$ cat src/inc/rtu_pkg.sv
package rtu_pkg;

  // Register byte offsets
  localparam logic [7:0] RTU_CTRL_OFS   = 8'h00;
  localparam logic [7:0] RTU_THRESH_OFS = 8'h04;
  localparam logic [7:0] RTU_PRETRG_OFS = 8'h08;
  localparam logic [7:0] RTU_DECIM_OFS  = 8'h0C;
  localparam logic [7:0] RTU_LENGTH_OFS = 8'h10;
  localparam logic [7:0] RTU_CMD_OFS    = 8'h14;
  localparam logic [7:0] RTU_STATUS_OFS = 8'h18;
  localparam logic [7:0] RTU_COUNT_OFS  = 8'h1C;

  // Control and command field positions
  localparam int RTU_CTRL_COND_LSB = 0;
  localparam int RTU_CTRL_EDGE_BIT = 2;
  localparam int RTU_CMD_ARM_BIT   = 0;
  localparam int RTU_CMD_STOP_BIT  = 1;

  // Reset values and pretrigger percent limit
  localparam logic [1:0]  RTU_COND_RST   = 2'h0;
  localparam logic        RTU_EDGE_RST   = 1'b1;
  localparam logic [31:0] RTU_THRESH_RST = 32'h00000000;
  localparam logic [6:0]  RTU_PRETRG_RST = 7'h00;
  localparam logic [15:0] RTU_DECIM_RST  = 16'h0001;
  localparam logic [15:0] RTU_LENGTH_RST = 16'h03E8;
  localparam logic [6:0]  RTU_PCT_FULL   = 7'h64;

  // Timing: one drive sample each 1/16000 s at 100 MHz
  localparam int RTU_CLK_HZ        = 100_000_000;
  localparam int RTU_SAMPLE_HZ     = 16_000;
  localparam int RTU_SAMPLE_CYCLES = RTU_CLK_HZ / RTU_SAMPLE_HZ;

  typedef enum logic [1:0] {
    RTU_COND_IMMEDIATE = 2'b00,
    RTU_COND_NEXT_CMD  = 2'b01,
    RTU_COND_SOURCE    = 2'b10,
    RTU_COND_BOOLEAN   = 2'b11
  } rtu_cond_e;

  typedef enum logic [1:0] {
    RTU_ST_IDLE    = 2'b00,
    RTU_ST_ARMED   = 2'b01,
    RTU_ST_POST    = 2'b10,
    RTU_ST_DONE    = 2'b11
  } rtu_state_e;

  typedef struct packed {
    logic [31:0] value;
    logic        flag;
  } rtu_sample_s;

  typedef struct packed {
    logic        triggered;
    logic        done;
    logic        armed;
  } rtu_status_s;

endpackage : rtu_pkg

$ cat src/core/rtu_fifo.sv
`timescale 1ns/1ps
module rtu_fifo #(
  parameter int WIDTH = 33,
  parameter int DEPTH = 4
) (
  // Clock and reset
  input  wire logic             core_clk_in,
  input  wire logic             arst_n_in,
  // Fill side
  input  wire logic             in_valid_in,
  output logic                  in_ready_out,
  input  wire logic [WIDTH-1:0] in_data_in,
  // Drain side
  output logic                  out_valid_out,
  input  wire logic             out_ready_in,
  output logic      [WIDTH-1:0] out_data_out
);
  localparam int AW = $clog2(DEPTH);
  logic [WIDTH-1:0] mem_q [DEPTH];
  logic [AW-1:0]    wr_q;
  logic [AW-1:0]    rd_q;
  logic [AW:0]      cnt_q;
  logic             push;
  logic             pop;

  assign in_ready_out  = (cnt_q != (AW+1)'(DEPTH));
  assign out_valid_out = (cnt_q != '0);
  assign push          = in_valid_in && in_ready_out;
  assign pop           = out_valid_out && out_ready_in;
  assign out_data_out  = mem_q[rd_q];

  always_ff @(posedge core_clk_in) begin
    if (push) begin
      mem_q[wr_q] <= in_data_in;
    end
  end

  always_ff @(posedge core_clk_in or negedge arst_n_in) begin
    if (!arst_n_in) begin
      wr_q  <= '0;
      rd_q  <= '0;
      cnt_q <= '0;
    end else begin
      if (push) begin
        wr_q <= (wr_q == AW'(DEPTH-1)) ? '0 : wr_q + 1'b1;
      end
      if (pop) begin
        rd_q <= (rd_q == AW'(DEPTH-1)) ? '0 : rd_q + 1'b1;
      end
      cnt_q <= cnt_q + (AW+1)'(push) - (AW+1)'(pop);
    end
  end

endmodule : rtu_fifo

$ cat src/core/rtu_trigger.sv
// Behaviour
// (RL1) A two-bit start-condition code selects one of four start modes.
// (RL2) Code 0 starts recording as soon as the arm command is taken.
// (RL3) Code 1 starts on the next command after arming.
// (RL4) Code 2 starts when the source crosses the threshold as set.
// (RL5) Code 3 starts on the level of a one-bit source.
// (RL6) The pretrigger share of samples lies before the trigger instant.
// (RL7) The pretrigger share is ignored in immediate mode.
// (RL8) The threshold is used only in source mode, not in boolean mode.
// (RL9) Positive edge: previous below threshold, current at or above.
// (RL10) Negative edge: previous above threshold, current at or below.
// (RL11) With decimation N above 1 and pretrigger, evaluate every N samples.
// (RL12) With zero pretrigger, evaluate on every drive sample.
// (RL13) Boolean mode fires on 1 when positive, on 0 when negative.
// (RL14) Boolean mode is level sensitive and may fire at once on arming.
// (RL15) One base drive sample is produced every 1/16000 second.
// (RL16) Buffer while armed, then record the post-trigger count and stop.
//
// The address map and register access over APB were chosen for this implementation.
`timescale 1ns/1ps
module rtu_trigger #(
  parameter int SAMPLE_CYCLES = rtu_pkg::RTU_SAMPLE_CYCLES
) (
  // Clock and reset
  input  wire logic                 core_clk_in,
  input  wire logic                 arst_n_in,
  // APB slave
  input  wire logic                 psel,
  input  wire logic                 penable,
  input  wire logic                 pwrite,
  input  wire logic [7:0]           paddr,
  input  wire logic [31:0]          pwdata,
  output logic      [31:0]          prdata,
  output logic                      pready,
  output logic                      pslverr,
  // Drive signals
  input  wire rtu_pkg::rtu_sample_s src_in,
  input  wire logic                 host_cmd_in,
  // Recorded stream and status
  output logic                      rec_valid_out,
  input  wire logic                 rec_ready_in,
  output rtu_pkg::rtu_sample_s      rec_data_out,
  output logic                      arm_recording_command_mark_out,
  output rtu_pkg::rtu_status_s      status_out
);
  import rtu_pkg::*;

  localparam int SCW = $clog2(SAMPLE_CYCLES);

  rtu_cond_e    cond_q;
  logic         edge_pos_q;
  logic [31:0]  thresh_q;
  logic [6:0]   pretrg_q;
  logic [15:0]  decim_q;
  logic [15:0]  length_q;
  rtu_state_e   state_q;
  logic [SCW-1:0] scnt_q;
  logic         tick;
  logic [15:0]  dcnt_q;
  logic         eval_tick;
  logic [31:0]  prev_q;
  logic         prev_ok_q;
  logic         hit;
  logic         fire;
  logic [15:0]  pre_cnt_q;
  logic [15:0]  post_cnt_q;
  logic [15:0]  pre_need;
  logic [15:0]  post_need;
  logic         arm_wr;
  logic         stop_wr;
  logic         bus_wr;
  logic         bus_rd;
  logic         push;
  logic         fifo_ready;
  logic         trig_seen_q;
  logic         mark_pend_q;
  logic [22:0]  pre_prod;
  logic         fifo_push;
  logic         fifo_take;

  // Single-cycle APB, no wait states
  assign pready  = 1'b1;
  assign bus_wr  = psel && penable && pwrite;
  assign bus_rd  = psel && penable && !pwrite;
  assign arm_wr  = bus_wr && (paddr == RTU_CMD_OFS) && pwdata[RTU_CMD_ARM_BIT];
  assign stop_wr = bus_wr && (paddr == RTU_CMD_OFS)
                   && pwdata[RTU_CMD_STOP_BIT];

  always_comb begin
    pslverr = 1'b0;
    if (psel && penable) begin
      unique case (paddr)
        RTU_CTRL_OFS, RTU_THRESH_OFS, RTU_PRETRG_OFS, RTU_DECIM_OFS,
        RTU_LENGTH_OFS, RTU_CMD_OFS, RTU_STATUS_OFS, RTU_COUNT_OFS: ;
        default: pslverr = 1'b1;
      endcase
    end
  end

  // Configuration cannot change under a running capture
  always_ff @(posedge core_clk_in or negedge arst_n_in) begin
    if (!arst_n_in) begin
      cond_q     <= rtu_cond_e'(RTU_COND_RST);
      edge_pos_q <= RTU_EDGE_RST;
      thresh_q   <= RTU_THRESH_RST;
      pretrg_q   <= RTU_PRETRG_RST;
      decim_q    <= RTU_DECIM_RST;
      length_q   <= RTU_LENGTH_RST;
    end else if (bus_wr && state_q != RTU_ST_ARMED
                 && state_q != RTU_ST_POST) begin
      unique case (paddr)
        // (RL1) Mode code select
        RTU_CTRL_OFS: begin
          cond_q     <= rtu_cond_e'(pwdata[RTU_CTRL_COND_LSB +: 2]);
          edge_pos_q <= pwdata[RTU_CTRL_EDGE_BIT];
        end
        RTU_THRESH_OFS: thresh_q <= pwdata;
        RTU_PRETRG_OFS: begin
          pretrg_q <= (pwdata[6:0] > RTU_PCT_FULL) ? RTU_PCT_FULL
                                                   : pwdata[6:0];
        end
        RTU_DECIM_OFS: begin
          decim_q <= (pwdata[15:0] == 16'h0000) ? 16'h0001 : pwdata[15:0];
        end
        RTU_LENGTH_OFS: begin
          length_q <= (pwdata[15:0] == 16'h0000) ? 16'h0001 : pwdata[15:0];
        end
        default: ;
      endcase
    end
  end

  always_comb begin
    prdata = 32'h00000000;
    if (bus_rd) begin
      unique case (paddr)
        RTU_CTRL_OFS:   prdata = {29'h0, edge_pos_q, cond_q};
        RTU_THRESH_OFS: prdata = thresh_q;
        RTU_PRETRG_OFS: prdata = {25'h0, pretrg_q};
        RTU_DECIM_OFS:  prdata = {16'h0, decim_q};
        RTU_LENGTH_OFS: prdata = {16'h0, length_q};
        RTU_STATUS_OFS: prdata = {29'h0, status_out};
        RTU_COUNT_OFS:  prdata = {16'h0, post_cnt_q};
        default:        prdata = 32'h00000000;
      endcase
    end
  end

  // (RL15) Base drive sample divider
  always_ff @(posedge core_clk_in or negedge arst_n_in) begin
    if (!arst_n_in) begin
      scnt_q <= '0;
    end else if (scnt_q == SCW'(SAMPLE_CYCLES-1)) begin
      scnt_q <= '0;
    end else begin
      scnt_q <= scnt_q + 1'b1;
    end
  end
  assign tick = (scnt_q == SCW'(SAMPLE_CYCLES-1));

  // Decimation phase restarts on each arm so records line up with it
  always_ff @(posedge core_clk_in or negedge arst_n_in) begin
    if (!arst_n_in) begin
      dcnt_q <= 16'h0000;
    end else if (arm_wr) begin
      dcnt_q <= 16'h0000;
    end else if (tick) begin
      dcnt_q <= (dcnt_q >= decim_q - 16'h0001) ? 16'h0000
                                               : dcnt_q + 16'h0001;
    end
  end

  // (RL11) Evaluate on decimated samples with pretrigger
  // (RL12) Zero pretrigger evaluates every sample
  assign eval_tick = tick && ((pretrg_q == 7'h00) || (dcnt_q == 16'h0000));
  assign push = tick && (dcnt_q == 16'h0000)
                && (state_q == RTU_ST_ARMED || state_q == RTU_ST_POST);

  // Previous evaluated source value
  always_ff @(posedge core_clk_in or negedge arst_n_in) begin
    if (!arst_n_in) begin
      prev_q    <= 32'h00000000;
      prev_ok_q <= 1'b0;
    end else if (arm_wr) begin
      prev_ok_q <= 1'b0;
    end else if (eval_tick && state_q == RTU_ST_ARMED) begin
      prev_q    <= src_in.value;
      prev_ok_q <= 1'b1;
    end
  end

  always_comb begin
    hit = 1'b0;
    unique case (cond_q)
      // (RL2) Immediate start
      RTU_COND_IMMEDIATE: hit = 1'b1;
      // (RL3) Next command start
      RTU_COND_NEXT_CMD:  hit = host_cmd_in;
      // (RL4) Source crossing start
      RTU_COND_SOURCE: begin
        if (edge_pos_q) begin
          // (RL9) Rising crossing test
          hit = prev_ok_q && ($signed(prev_q) < $signed(thresh_q))
                && ($signed(src_in.value) >= $signed(thresh_q));
        end else begin
          // (RL10) Falling crossing test
          hit = prev_ok_q && ($signed(prev_q) > $signed(thresh_q))
                && ($signed(src_in.value) <= $signed(thresh_q));
        end
      end
      // (RL5) Boolean level start
      // (RL8) Threshold unused here
      // (RL13) Polarity from edge
      // (RL14) Level, not transition
      RTU_COND_BOOLEAN: hit = (src_in.flag == edge_pos_q);
    endcase
  end

  // (RL6) Pretrigger sample share
  // (RL7) Immediate mode has none
  assign pre_prod  = 23'(length_q) * 23'(pretrg_q);
  assign pre_need  = (cond_q == RTU_COND_IMMEDIATE) ? 16'h0000
                     : 16'(pre_prod / 23'd100);
  assign post_need = length_q - pre_need;

  // Command-mode fires on the command itself; immediate mode on its first pushed sample; others on evaluation ticks
  assign fire = (state_q == RTU_ST_ARMED) && (pre_cnt_q >= pre_need)
                && ((cond_q == RTU_COND_NEXT_CMD) ? hit
                    : (cond_q == RTU_COND_IMMEDIATE) ? push
                    : (eval_tick && hit));

  // Immediate mode records nothing ahead of its trigger
  assign fifo_push = push && (state_q == RTU_ST_POST || fire
                     || cond_q != RTU_COND_IMMEDIATE);
  assign fifo_take = fifo_push && fifo_ready;

  // (RL16) Armed, post-trigger, done sequence
  always_ff @(posedge core_clk_in or negedge arst_n_in) begin
    if (!arst_n_in) begin
      state_q <= RTU_ST_IDLE;
    end else if (stop_wr) begin
      state_q <= RTU_ST_IDLE;
    end else if (arm_wr) begin
      state_q <= RTU_ST_ARMED;
    end else begin
      unique case (state_q)
        RTU_ST_IDLE:  ;
        RTU_ST_ARMED: if (fire) state_q <= RTU_ST_POST;
        RTU_ST_POST: begin
          if (post_cnt_q >= post_need) state_q <= RTU_ST_DONE;
        end
        RTU_ST_DONE:  ;
      endcase
    end
  end

  always_ff @(posedge core_clk_in or negedge arst_n_in) begin
    if (!arst_n_in) begin
      pre_cnt_q  <= 16'h0000;
      post_cnt_q <= 16'h0000;
    end else if (arm_wr) begin
      pre_cnt_q  <= 16'h0000;
      post_cnt_q <= 16'h0000;
    end else if (fifo_take) begin
      if (state_q == RTU_ST_POST || fire) begin
        post_cnt_q <= post_cnt_q + 16'h0001;
      end else if (pre_cnt_q < pre_need) begin
        pre_cnt_q <= pre_cnt_q + 16'h0001;
      end
    end
  end

  always_ff @(posedge core_clk_in or negedge arst_n_in) begin
    if (!arst_n_in) begin
      trig_seen_q <= 1'b0;
      mark_pend_q <= 1'b0;
    end else if (arm_wr) begin
      trig_seen_q <= 1'b0;
      mark_pend_q <= 1'b0;
    end else if (fire) begin
      trig_seen_q <= 1'b1;
      // A mark already carried by this sample must not repeat
      mark_pend_q <= !fifo_take;
    end else if (fifo_take) begin
      mark_pend_q <= 1'b0;
    end
  end

  // Overflow drops the sample: a stalled sink loses data, not timing
  rtu_fifo #(
    .WIDTH ($bits(rtu_sample_s)+1),
    .DEPTH (4)
  ) u_fifo (
    .core_clk_in   (core_clk_in),
    .arst_n_in     (arst_n_in),
    .in_valid_in   (fifo_push),
    .in_ready_out  (fifo_ready),
    .in_data_in    ({fire || mark_pend_q, src_in}),
    .out_valid_out (rec_valid_out),
    .out_ready_in  (rec_ready_in),
    .out_data_out  ({arm_recording_command_mark_out, rec_data_out})
  );

  assign status_out.armed     = (state_q == RTU_ST_ARMED);
  assign status_out.done      = (state_q == RTU_ST_DONE);
  assign status_out.triggered = trig_seen_q;
endmodule : rtu_trigger

$ cat config.mk
export PLATFORM = sky130hd
export DESIGN_NAME = rtu_trigger
export DESIGN_NICKNAME = d
export VERILOG_FILES = /design/src/inc/rtu_pkg.sv /design/src/core/rtu_fifo.sv /design/src/core/rtu_trigger.sv
export SDC_FILE = /design/constraint.sdc
export NUM_CORES = 1
export LEC_CHECK = 0
export BUFFER_PORTS_ARGS = -buffer_cell sky130_fd_sc_hd__buf_4
export CORE_MARGIN = 3
export CORE_UTILIZATION = 46
export DETAILED_ROUTE_END_ITERATION = 10
export RECOVER_POWER = 50
export SETUP_SLACK_MARGIN = 0.5
export SYNTH_ARGS = -nofsm -noshare
export SYNTH_HDL_FRONTEND = slang
export SYNTH_SLANG_ARGS = --single-unit
export TNS_END_PERCENT = 30
$ cat constraint.sdc
create_clock -name core_clk_in -period 21.2 [get_ports core_clk_in]
set_clock_uncertainty 0.1 [all_clocks]
set_input_delay 2.12 -clock core_clk_in [delete_from_list [all_inputs] [get_ports core_clk_in]]
set_output_delay 2.12 -clock core_clk_in [all_outputs]
set_load 0.02 [all_outputs]
After elaboration in Yosys (flattened, before gate mapping). Memories as Yosys holds them, arrays and structs flattened. Cells that the tools add are included.

Add/sub/neg operators: 10. Multipliers: 1. Divide/modulo/power cells: 1. Magnitude comparators: 9. Equal/unequal tests: 23. Multiplexer cells: 38. Bitwise gates (word level): 1. Reduce and logical (&&, ||, !) cells: 54.

Operators by type and width (number): one-hot mux 32 bit (7 select lines) (1); 2-to-1 mux 16 bit (12); adder 16 x 1 -> 16 bit (second input constant) (3); >= comparator 16 bit (3); equality test 8 x 5 -> 1 bit (second input constant) (4); >= comparator 32 bit (1); > comparator 32 bit (1); <= comparator 32 bit (1); zero test 16 bit (2); < comparator 32 bit (1); 2-to-1 mux 32 bit (1); divider 23 x 7 -> 23 bit (second input constant) (1); multiplier 16 x 7 -> 23 bit (1); logical AND 1 bit (22); equality test 8 x 4 -> 1 bit (second input constant) (2); < comparator 16 bit (1); subtractor 16 x 1 -> 16 bit (second input constant) (1); subtractor 16 bit (1); 2-to-1 mux 1 bit (14); AND reduction 2 bit (7); nonzero test 2 bit (7); adder 13 x 1 -> 13 bit (second input constant) (1); equality test 13 bit (second input constant) (1); 2-to-1 mux 13 bit (1); other kinds (27) (47).

Bits in registers: 179. Bits in writable memories: 136. Input bits: 80. Word-level logic and storage cells: 156. Memories: 1.

Memories: u_fifo.mem_q (words 4, width 34, read ports 1, clocked after memory_dff 0, wr ports 1, line rtu_fifo.sv:19) `logic [WIDTH-1:0] mem_q [DEPTH];`.

Longest topological paths before layout. Gate-level depths: netlist of the first run.

Word-level depth: 16. Mapped depth: 87. Gate-level depth less buffers: 77.

Hierarchy. A second synthesis of the first run with hierarchy kept.

Cells, all modules: 2305. Area total of the unflattened synthesis: 23877.9 sq um.

By module, submodules not included: rtu_trigger (times used 1, cells each 2088, area each 18476.5 sq um); rtu_fifo (times used 1, cells each 217, area each 5401.4 sq um).

Worst setup path before layout of the first run. OpenSTA, ideal clock, no wires.

Kind: register -> register. From: register pretrg_q[6]. To: register pre_cnt_q[13]. Library setup time: 0.132 ns. Data arrival time: 16.434 ns. Path slack: 4.534 ns. Stages on the path, launching flop included: 78. Path buffers: 6. Clock period less this slack: 16.666 ns. Path through: dfrtp_1 > clkbuf_1 > clkbuf_1 > nand2_1 > fa_1 > fa_1 > inv_1 > fa_1 > inv_1 > fa_1 > inv_1 > ha_1 > buf_6 > a21o_1 > a31oi_4 > a21oi_2 > o31ai_1 > mux2_1 > (+42 left out) > nor2b_1 > o21ai_0 > nand2b_1 > a21oi_1 > o31ai_1 > o21ai_0 > a31oi_1 > or2_2 > nor2_1 > a211oi_1 > nor3b_1 > or2_2 > and4_1 > clkbuf_1 > nor2b_1 > nand3_1 > xor2_1 > nor2_1.

Longest elaborated chain between the ends: 13. Elaborated cells between the ends (all ways): 21. Classes of those cells: 1 x mul; 1 x div; 2 x order compare; 1 x eq/ne; 3 x mux; 13 x reduce/logical.

RTL lines: start: declaration (line rtu_trigger.sv:53) `logic [6:0] pretrg_q;`; start signal: assignment (line rtu_trigger.sv:119) `pretrg_q <= (pwdata[6:0] > RTU_PCT_FULL) ? RTU_PCT_FULL`; parallel branches: the longest is 12 deep, another holds multiplier 16 x 7 -> 23 bit; AND reduction 3 bit (no line) (*); end signal: assignment (line rtu_trigger.sv:268) `pre_cnt_q <= pre_cnt_q + 16'h0001;`; end: declaration (line rtu_trigger.sv:65) `logic [15:0] pre_cnt_q;`.

Mark *: on every way between the ends. A chain may end at the register's enable or synchronous reset.

Worst setup path in the final report of the first run.
From: register pretrg_q[1]. To: register pre_cnt_q[15].

Same word-level chain as after synthesis.

==> qor.log, run 1 <==
INFO  logic_synthesis dominantRegCellSynth=dfrtp_1
INFO  sta            finalCritPeriodShare=90.90%
INFO  worst_hold_path hold_path_startpoint=scnt_q[10]
INFO  cts            tritoncts=built
INFO  sta            timing.fmax=0.05189GHz
INFO  placed_design  gp_congestion=0.8797
INFO  floorplanning  chipWidth=233.3microns
INFO  route          post_drt_wl_per_cell=20.87microns
INFO  cts            clock_tree.root_cell=clkbuf_16
INFO  run            maxCapViolations=4
INFO  cts            clk_transition_reported_paths=60ps
INFO  logic_synthesis synthesis.nets=2704
INFO  route          number_of_nets_with_antenna_violations_after_detailed_routing=0
INFO  route          drt-pass1-iter-count=5
INFO  sta            tightestPinTransition=4004ps
INFO  setup_path     timing_worst_setup_path_type=register to register
INFO  logic_synthesis synth_edf_count=136
INFO  route          post-route-drc-count=0
INFO  setup_path     critical_path_buf_inv_count=4
INFO  pwr            total_leakage_power=11.70nW
INFO  logic_synthesis synth-warning-count=0
INFO  finish         final_common_cell=nand2_1
INFO  cts            cts_max_level=2
INFO  worst_hold_path worstHoldPathType=register to register
INFO  logic_synthesis postSynth.asyncResetShare=56.83%
INFO  pwr            overall_power=1.533mW
INFO  setup_path     critical_path_arrival=19520ps
INFO  finish         syn2layout_area_growth=11.35%
INFO  cts            cts.path.max_buffers=3
INFO  setup_path     largest_fanout_on_the_critical_path=19
INFO  finish         layout-drive-gt1-share=14.49%
INFO  route          routed-via-count=18860
INFO  grt            grt_antenna_before_repair=1
INFO  run_status     run_status=finished with violations
INFO  floorplanning  die-height=233.3microns
INFO  logic_synthesis post_synth_inst_count=2368
INFO  setup_path     critical_path.reg2reg.startpoint=pretrg_q[1]
INFO  sta            relSlewSlack=-166.9%
INFO  sta            grt_setup_unrepaired=no
INFO  grt            globalRoute.totalOverflow=0
INFO  cts            clock_latency=550ps
INFO  setup_path     cp.required=21450ps
INFO  route          routed_wirelength=66200microns
INFO  sta            post-route-min-period=19270ps
INFO  finish         nNetsFinal=2808
INFO  route          first_iter_violations=1322
INFO  logic_synthesis synth-seq-cells=315
INFO  setup_path     ff2ff_path_depth=72
INFO  setup_path     slowest_cell_on_crit_path=or4_1
INFO  grt            via_count_of_the_first_global_routing_pass=18940
INFO  floorplanning  initial_core_util=47.00%
INFO  pwr            peakVddDrop=0.06131mV
INFO  sta            timing.final.setup_violations=0
INFO  floorplanning  io_pins=152
INFO  setup_path     reg2reg_slack=1930ps
INFO  pwr            power.density_cell_area=57.89nW/um^2
INFO  sta            slew_violations=220
INFO  logic_synthesis synth_cell_types=125
INFO  floorplanning  placementRows=82
INFO  placed_design  place_hpwl=49750microns
INFO  sta            finalSetupTns=0ps
INFO  logic_synthesis syn_avg_cell_area=10.04squm
INFO  grt            grt_max_degree=68
INFO  finish         leading_cell_types_in_the_layout_fill_and_taps_excluded=nand2_1, ha_1, dfrtp_1
INFO  logic_synthesis seq_area_frac_synth=36.06%
INFO  grt            grt_pass1_wl=106300microns
INFO  worst_hold_path hold_path_end=scnt_q[10]
INFO  setup_path     cp-end-kind=register
INFO  setup_path     crit_path_start_kind=register
INFO  logic_synthesis synth.cell_area=23780squm
INFO  floorplanning  design.die.area=54450squm
INFO  worst_hold_path timing.hold.worst_path_depth=1
INFO  floorplanning  floorplan.core_area=50580squm
INFO  setup_path     path_delay_family=compound AO/OA/AOI/OAI gates
INFO  route          avgViaCountPerCell=5.947
INFO  cts            number_of_cts_inserted_buffers=36
INFO  setup_path     critical-path-max-stage-delay=720ps
INFO  grt            gr-usage-all-layers=24.58%
INFO  sta            finalHoldViolations=0
INFO  setup_path     regToRegEndpoint=pre_cnt_q[15]
INFO  placed_design  port_buffers=150
INFO  run_status     violated_checks=capacitance limit, slew limit
INFO  cts            cts_sinks=315
-- kinds of logic (layout without fill, tap and decap cells) --
family / count (synthesis) / count (layout) / synth area share [%]
multiplexers: 128 / 128 / 7.625
buffers and inverters: 238 / 369 / 4.010
other: 1 / 2 / 0.01577
AND/OR/NAND/NOR: 781 / 781 / 17.13
adder cells (fa/ha/maj): 256 / 256 / 15.71
flip-flops: 315 / 315 / 36.06
XOR/XNOR: 108 / 108 / 4.010
AO/OA/AOI/OAI: 541 / 541 / 15.44
-- sequential cells by signal, summed over array words and instances (netlist names) --
register,count
decim_q,16
u_fifo.mem_q,136
dcnt_q,16
u_fifo.cnt_q,3
cond_q,2
trig_seen_q,1
state_q,2
thresh_q,32
scnt_q,13
u_fifo.wr_q,2
pretrg_q,7
mark_pend_q,1
post_cnt_q,16
pre_cnt_q,16
prev_ok_q,1
edge_pos_q,1
u_fifo.rd_q,2
length_q,16
prev_q,32
-- routing by layer --
metal | routed length [microns] | part of all wire (%) | GRT usage [%] | up-vias
met5 | 9 | 0.014 | 0 | -
met4 | 1642 | 2.5 | 6.697 | 2
met3 | 3692 | 5.6 | 2.951 | 110
met2 | 31420 | 47 | 41.31 | 564
met1 | 29440 | 44 | 33.65 | 9383
li1 | - | - | - | 8805
-- worst max-delay path by stage --
stage,start,to,slack (ps),cells past startpoint
2_1_floorplan,pretrg_q[6],pre_cnt_q[13],4530,77
3_3_place_gp,pretrg_q[3],pre_cnt_q[15],2080,71
3_5_place_dp,pretrg_q[6],pre_cnt_q[15],1510,70
4_1_cts,pretrg_q[6],pre_cnt_q[15],1380,70
5_1_grt,pretrg_q[4],pre_cnt_q[15],410,70
6_report,pretrg_q[1],pre_cnt_q[15],1930,72
-- what timing repair did --
item | CTS | global route
setup endpoints to repair | 0 | 168
gates resized for setup | 0 | 10
hold buffers | 0 | 0
buffers inserted | 0 | 1
-- synthesized netlist by cell type, drive strengths merged, types with 8 or more instances --
master	n	area [sq um]
a211oi	22	170.2
mux2	79	893.4
mux4	34	765.7
fa	71	1421
o22ai	10	68.81
edfxtp	136	4084
o211ai	21	167.7
nor2b	33	206.5
or2	15	93.84
nor2	131	506.7
clkbuf	61	229.0
a31oi	15	108.9
nand2	200	755.7
nand3	43	220.2
o21a	14	106.4
xnor2	64	568.1
ha	185	2315
and3	27	168.9
inv	143	536.8
a22oi	28	215.2
or3	18	112.6
nand2b	53	331.6
mux2i	15	153.9
a21oi	120	615.6
o21ai	167	862.1
a2111oi	8	102.6
nor3	52	281.5
nand4	31	193.9
o31ai	9	72.57
and2	120	757.0
xor2	44	385.4
dfstp	8	210.2
dfrtp	171	4279
a21o	31	232.7
nor4	26	168.9
buf	34	187.7
-- power by group --
part	switching [mW]	total (mW)	internal [mW]	leakage, nW
clock network	0.255	0.628	0.373	0.571
registers	0.00889	0.652	0.643	3.46
logic	0.138	0.252	0.114	7.66
-- layout make-up --
type | count | area, sq um
fill | 4629 | 24110
multi-input combinational | 1815 | 14310
sequential | 315 | 8578
timing repair buffer | 161 | 1040
clock buffer | 53 | 1026
tap | 672 | 840.8
inverter | 143 | 536.8
clock inverter | 12 | 143.9
antenna | 1 | 2.502
-- stage by stage --
step | util (%) | area (sq um) | instances | worst slack (ps) | hold slack [ps]
final | 52.34 | 26470 | 3172 | 1930 | 395.8
after global routing | 52.34 | 26470 | 3171 | 409.1 | 416.8
after detailed placement | 50.26 | 25420 | 3105 | 1511 | 387.0
after global placement | 50.26 | 25420 | 3105 | 2083 | 369.2
after floorplan | - | 23780 | 2368 | 4534 | 349.8
after CTS | 52.58 | 26590 | 3170 | 1384 | 402.2
Note: power is estimated with default switching activity, not from simulation.
==> inputs of run 2 (changes only) <==
--- a/config.mk
+++ b/config.mk
@@ -9,7 +9,6 @@
 export CORE_MARGIN = 3
 export CORE_UTILIZATION = 46
 export DETAILED_ROUTE_END_ITERATION = 10
-export RECOVER_POWER = 50
 export SETUP_SLACK_MARGIN = 0.5
 export SYNTH_ARGS = -nofsm -noshare
 export SYNTH_HDL_FRONTEND = slang
==> run 2 against run 1 <==
  * The flow now finishes without violations
  * Worst setup slack gained 9.5 ps
  * Wire length grew 0.14%
  * Worst hold slack lost 0.80 ps
  * Critical path depth shrank 1
  * First-iteration DRC count is the same
  * Clock-buffer cell count is the same
  * Sequential power is essentially flat
  * Die area is the same
  * Via count is essentially flat
  * Final cell count is the same
  * Sequential share of layout area shrank 0.21 points
  * Highest routed layer unchanged
==> qor.log, run 2 (same netlist as run 1, synthesis figures left out) <==
INFO  grt            globalRouteMet1Util=33.65%
INFO  pwr            peakVddDrop=0.06161mV
INFO  grt            gr-usage-all-layers=24.58%
INFO  cts            cts_sinks=315
INFO  placed_design  place_area=25420squm
INFO  route          avgViaCountPerCell=5.943
INFO  finish         design_area=26650squm
INFO  route          number_of_nets_with_antenna_violations_after_detailed_routing=0
INFO  setup_path     path_delay_family=compound AO/OA/AOI/OAI gates
INFO  run            maxCapViolations=0
INFO  pwr            total_leakage_power=11.87nW
INFO  run_status     run_status=finished clean
INFO  cts            holdBufCountCts=0
INFO  finish         layout_top_registers=u_fifo.mem_q (136), prev_q (32), thresh_q (32)
INFO  cts            clock_latency=540ps
INFO  finish         largest_reg_flops=136
INFO  sta            finalSetupTns=0ps
INFO  route          routed_wirelength=66300microns
INFO  setup_path     cp-end-kind=register
INFO  route          post-route-drc-count=0
INFO  finish         largest-register=u_fifo.mem_q
INFO  finish         layout-drive-gt1-share=16.29%
INFO  setup_path     slowest_cell_on_crit_path=dfrtp_1
INFO  setup_path     largest_fanout_on_the_critical_path=19
INFO  pwr            power.density_cell_area=57.70nW/um^2
INFO  setup_path     reg2reg_slack=1940ps
INFO  cts            cts.path.max_buffers=3
INFO  route          first_iter_violations=1322
INFO  setup_path     critical_path_buf_inv_count=4
INFO  cts            clk_transition_reported_paths=50ps
INFO  grt            grt_pass1_wl=106300microns
INFO  sta            finalHoldViolations=0
INFO  grt            grt_antenna_before_repair=1
INFO  sta            finalCritPeriodShare=90.85%
INFO  floorplanning  die-height=233.3microns
INFO  grt            met2_demand_to_capacity_share_in_global_routing=41.31%
INFO  route          drt-pass1-iter-count=5
INFO  grt            grt_max_degree=68
INFO  floorplanning  floorplan.core_area=50580squm
INFO  floorplanning  io_pins=152
INFO  cts            cts_max_level=2
INFO  setup_path     critical_path_arrival=19570ps
INFO  grt            via_count_of_the_first_global_routing_pass=18940
INFO  sta            grt_setup_unrepaired=no
INFO  grt            gr-max-usage-layer=met2
INFO  sta            slew_violations=0
INFO  route          routed-via-count=18850
INFO  floorplanning  placementRows=82
INFO  route          post_drt_wl_per_cell=20.90microns
INFO  finish         syn2layout_area_growth=12.09%
INFO  placed_design  place_worst_setup_slack=1511ps
INFO  floorplanning  design.die.area=54450squm
INFO  placed_design  port_buffers=150
INFO  finish         leading_cell_types_in_the_layout_fill_and_taps_excluded=nand2_1, ha_1, dfrtp_1
INFO  cts            number_of_cts_inserted_buffers=36
INFO  sta            tightestPinTransition=1148ps
INFO  setup_path     ff2ff_path_depth=71
INFO  grt            globalRoute.totalOverflow=0
INFO  setup_path     crit_path_start_kind=register
INFO  sta            relSlewSlack=23.48%
INFO  worst_hold_path timing.hold.worst_path_depth=1
INFO  sta            timing.fmax=0.05192GHz
INFO  setup_path     critical-path-max-stage-delay=660ps
INFO  setup_path     timing_worst_setup_path_type=register to register
INFO  setup_path     critical_path.reg2reg.startpoint=pretrg_q[1]
INFO  finish         final_common_cell=nand2_1
INFO  sta            fin_ws=1939ps
INFO  placed_design  gp_congestion=0.8797
INFO  placed_design  place_hpwl=49750microns
INFO  cts            tritoncts=built
INFO  pwr            overall_power=1.538mW
INFO  worst_hold_path hold_path_startpoint=scnt_q[10]
INFO  setup_path     cp.required=21510ps
INFO  setup_path     crit_path_frequent_cell=nor2_1
INFO  worst_hold_path hold_path_end=scnt_q[10]
INFO  setup_path     regToRegEndpoint=pre_cnt_q[15]
INFO  floorplanning  initial_core_util=47.00%
INFO  worst_hold_path worstHoldPathType=register to register
INFO  finish         nNetsFinal=2808
INFO  sta            post-route-min-period=19260ps
INFO  floorplanning  chipWidth=233.3microns
INFO  cts            clock_tree.root_cell=clkbuf_16
INFO  grt            met3_usage=2.951%
INFO  sta            timing.final.setup_violations=0
## run 2: cell count changes in the layout (fill, tap and decap cells not counted), sizes merged
cell    delta
clkbuf    -45
buf       +45
## run 2: layout make-up
cell class              count  area (sq um)
flip-flops and latches    315          8578
fillers                  4585         23930
well taps                 672         840.8
repair buffers            161          1215
clock buffers              53          1026
inverters                 143         536.8
multi-input cells        1815         14310
clock inverters            12         143.9
diodes                      1         2.502
## run 2: worst max path at each step
stage	start	end	slack, ps	cells after the start
after global routing	pretrg_q[4]	pre_cnt_q[15]	470	70
after floorplan	pretrg_q[6]	pre_cnt_q[13]	4530	77
after CTS	pretrg_q[6]	pre_cnt_q[15]	1380	70
after detailed placement	pretrg_q[6]	pre_cnt_q[15]	1510	70
after global placement	pretrg_q[3]	pre_cnt_q[15]	2080	71
final	pretrg_q[1]	pre_cnt_q[15]	1940	71
## run 2: report_power, final
group          internal [mW]  switching, mW  leakage [nW]  total, mW
clock network          0.373          0.255         0.571      0.628
logic                  0.119          0.138          7.83      0.257
registers              0.643        0.00904          3.46      0.652
total                   1.14          0.402          11.9       1.54
## run 2: per-layer routing
| metal | vias to the layer above | wire length (microns) |
|---|---|---|
| met2 | 537 | 31460 |
| met4 | 2 | 1638 |
| li1 | 8808 | - |
| met5 | - | 9 |
| met1 | 9398 | 29670 |
| met3 | 105 | 3516 |
## run 2: timing repair
item                       in CTS  in global routing
setup endpoints to repair       0                168
hold endpoints to repair        0                  0
buffers inserted                0                  1
gates resized for setup         0                 10
## run 2: per-stage QoR
| step | util, % | hold WS [ps] | instances |
|---|---|---|---|
| after detailed placement | 50.26 | 387.0 | 3105 |
| after global routing | 52.68 | 416.8 | 3171 |
| after global placement | 50.26 | 369.2 | 3105 |
| after floorplan | - | 349.8 | 2368 |
| final | 52.69 | 395.0 | 3172 |
| after CTS | 52.58 | 402.2 | 3170 |
==> inputs of run 3 (changes only) <==
--- a/config.mk
+++ b/config.mk
@@ -5,7 +5,8 @@
 export SDC_FILE = /design/constraint.sdc
 export NUM_CORES = 1
 export LEC_CHECK = 0
-export BUFFER_PORTS_ARGS = -buffer_cell sky130_fd_sc_hd__buf_4
+export ABC_AREA = 1
+export BUFFER_PORTS_ARGS = -buffer_cell sky130_fd_sc_hd__clkbuf_2
 export CORE_MARGIN = 3
 export CORE_UTILIZATION = 46
 export DETAILED_ROUTE_END_ITERATION = 10
==> run 3 against run 2 <==
  * Register-to-register slack better by 3100 ps
  * Die area down 1.0%
  * Sequential share of layout area up 0.63 points
  * Critical path depth up 42
  * Highest routed layer unchanged
  * Fmax up 20%
  * Clock power about the same
  * Critical endpoint is now post_cnt_q[15]
  * Largest power group unchanged
  * Sequential power up 0.8%
  * First-iteration DRC count up 2.6%
  * Non-clock buffer count up 2
  * Worst setup slack better by 3100 ps
==> qor.log, run 3 <==
INFO  finish         antenna-diode-count=0
INFO  setup_path     critical-path-max-stage-delay=810ps
INFO  cts            number_of_cts_inserted_buffers=35
INFO  logic_synthesis synth-seq-cells=315
INFO  logic_synthesis synth.cells.most_frequent=nand2_1, inv_1, nor2_1
INFO  finish         largest-register=u_fifo.mem_q
INFO  run            maxCapViolations=0
INFO  finish         nNetsFinal=3353
INFO  finish         layout_top_registers=u_fifo.mem_q (136), prev_q (32), thresh_q (32)
INFO  sta            fin_ws=5087ps
INFO  sta            slew_violations=0
INFO  floorplanning  die-height=232.2microns
INFO  worst_hold_path worstHoldPathType=register to register
INFO  finish         design_area=26130squm
INFO  setup_path     cp.required=21510ps
INFO  route          first_iter_violations=1356
INFO  finish         largest_reg_flops=136
INFO  logic_synthesis synth.cell_area=23530squm
INFO  setup_path     slowest_cell_on_crit_path=dfrtp_1
INFO  logic_synthesis synthesis.nets=3236
INFO  logic_synthesis post_synth_inst_count=2900
INFO  pwr            overall_power=1.852mW
INFO  sta            finalSetupTns=0ps
INFO  cts            holdBufCountCts=0
INFO  pwr            total_leakage_power=13.29nW
INFO  route          routed-via-count=19840
INFO  floorplanning  initial_core_util=46.71%
INFO  cts            cts_max_level=2
INFO  finish         finish.utilization=51.87%
INFO  setup_path     critical_path_arrival=16420ps
INFO  finish         combined_area_of_the_multi_input_logic_cells=12830squm
INFO  logic_synthesis synth_edf_count=136
INFO  route          post-route-drc-count=0
INFO  sta            tightestPinTransition=1112ps
INFO  logic_synthesis synth_cell_types=65
INFO  finish         syn2layout_area_growth=11.06%
INFO  floorplanning  design.die.area=53900squm
INFO  grt            grt_max_degree=71
INFO  pwr            power.density_cell_area=70.88nW/um^2
INFO  route          routed_wirelength=63230microns
INFO  floorplanning  io_pins=152
INFO  grt            grt_antenna_before_repair=1
INFO  route          drt-pass1-iter-count=6
INFO  sta            finalCritPeriodShare=76.01%
INFO  setup_path     path_delay_family=simple AND/OR/NAND/NOR gates
INFO  logic_synthesis syn_avg_cell_area=8.113squm
INFO  logic_synthesis synth-warning-count=0
INFO  placed_design  port_buffers=150
INFO  sta            holdWs=389.8ps
INFO  cts            clock_tree.root_cell=clkbuf_16
INFO  placed_design  place_worst_setup_slack=5116ps
INFO  route          avgViaCountPerCell=5.339
INFO  pwr            swShare=35.13%
INFO  logic_synthesis synth_largest_area_cell=dfrtp_1
INFO  placed_design  place_area=24950squm
INFO  pwr            sequential_fraction_of_design_power=35.5%
INFO  logic_synthesis dominantRegCellSynth=dfrtp_1
INFO  route          number_of_nets_with_antenna_violations_after_detailed_routing=0
INFO  logic_synthesis seq_area_frac_synth=36.44%
INFO  logic_synthesis synth_area_leaders=dfrtp_1, edfxtp_1, ha_1, nand2_1, inv_1
INFO  worst_hold_path timing.hold.worst_path_depth=2
INFO  finish         layout-drive-gt1-share=13.40%
INFO  cts            cts_sinks=315
INFO  pwr            clkPwrFrac=33.9%
INFO  sta            finalHoldViolations=0
INFO  logic_synthesis synth_top_area_share=18.19%
INFO  setup_path     cp-end-kind=register
INFO  grt            via_count_of_the_first_global_routing_pass=19810
INFO  finish         final.fill_count=4757
INFO  finish         final_common_cell=nand2_1
INFO  setup_path     crit_path_frequent_cell=nand2_2
INFO  cts            clock_latency=540ps
INFO  cts            clk_transition_reported_paths=60ps
INFO  logic_synthesis postSynth.asyncResetShare=56.83%
INFO  setup_path     critical_path_buf_inv_count=7
INFO  run_status     run_status=finished clean
INFO  finish         layoutNonFillerInstCount=3716
INFO  floorplanning  chipWidth=232.2microns
INFO  pwr            peakVddDrop=0.04356mV
INFO  placed_design  post-place-cells=3652
INFO  cts            cts.path.max_buffers=3
INFO  grt            grt_pass1_wl=103000microns
INFO  floorplanning  placementRows=82
INFO  cts            cts_post_setup_buffers_inserted=0
INFO  finish         leading_cell_types_in_the_layout_fill_and_taps_excluded=nand2_1, inv_1, nor2_1
INFO  setup_path     timing_worst_setup_path_type=register to register
INFO  sta            timing.final.setup_violations=0
INFO  placed_design  place_hpwl=48300microns
INFO  setup_path     crit_path_start_kind=register
INFO  grt            globalRoute.totalOverflow=0
INFO  placed_design  gp_congestion=0.8825
INFO  route          post_drt_wl_per_cell=17.01microns
INFO  floorplanning  floorplan.core_area=50380squm
INFO  sta            grt_setup_unrepaired=no
INFO  logic_synthesis synthMostInstantiatedCell=nand2_1
INFO  pwr            cellInternalPower=1.202mW
INFO  setup_path     ff2ff_path_depth=113
INFO  sta            post-route-min-period=16110ps
INFO  cts            post_cts.resized_instances=0
INFO  pwr            combPwrFrac=30.6%
INFO  sta            timing.fmax=0.06206GHz
INFO  setup_path     largest_fanout_on_the_critical_path=19
INFO  grt            gr-usage-all-layers=23.72%
INFO  setup_path     critical_path_depth=113
INFO  cts            tritoncts=built
INFO  finish         ff_latch_area=8574squm
INFO  pwr            switchingPower=0.6506mW
INFO  sta            relSlewSlack=25.59%
## run 3: changes by cell type in the layout (fill, tap and decap cells not counted), sizes merged, moves of 32 or more
cell    change
nor2       +88
nand2     +493
nand3      +90
xnor2      -45
nor2b      -32
mux2       -48
o22ai      +34
buf       -147
and2      -116
o21ai      +34
nand2b     -53
mux4       -34
inv       +344
clkbuf    +146
## run 3: tightest hold or removal path, cell delays in order (launching register included)
cell	delay, ps
dfrtp_1	340
nand2_1	50
o21ai_0	60
## run 3: logic make-up after synthesis
group | synth area share (%)
buffers and inverters | 9.189
AOI/OAI and AO/OA | 11.41
and+or+nand+nor | 23.31
other | 0.01594
adders and majority gates | 15.88
DFF | 36.44
muxes | 1.484
xor gates and xnor gates | 2.271
## run 3: path summary, 6_finish.rpt
check | startpoint | slack, ps | to
min in group asynchronous | arst_n_in | 1500 | dcnt_q[13]
max in group asynchronous | arst_n_in | 17470 | u_fifo.rd_q[0]
min | prev_q[0] | 390 | prev_q[0]
max | pretrg_q[6] | 5090 | post_cnt_q[15]
max reg2reg | pretrg_q[6] | 5090 | post_cnt_q[15]
min reg2reg | prev_q[0] | 390 | prev_q[0]
## run 3: layout make-up
class,count,share of cell area [%]
multi-input cells,2011,49.10
well taps,672,3.218
clock buffers,50,3.721
repair buffers,163,3.280
flip-flops and latches,315,32.81
inverters,491,7.053
clock inverters,14,0.8092
## run 3: power groups by stage
stage	registers (mW)	logic [mW]	clock network, mW
CTS	0.657	0.573	0.638
global placement	0.669	0.564	0
global route	0.658	0.637	0.663
floorplan	0.665	0.415	0
detailed placement	0.669	0.571	0
finish	0.657	0.568	0.627
## run 3: routing by layer
layer,track usage (%),part of all wire (%)
met2,42.92,50
met5,0,0.014
met1,30.11,42
met3,2.368,5.0
met4,6.526,2.7
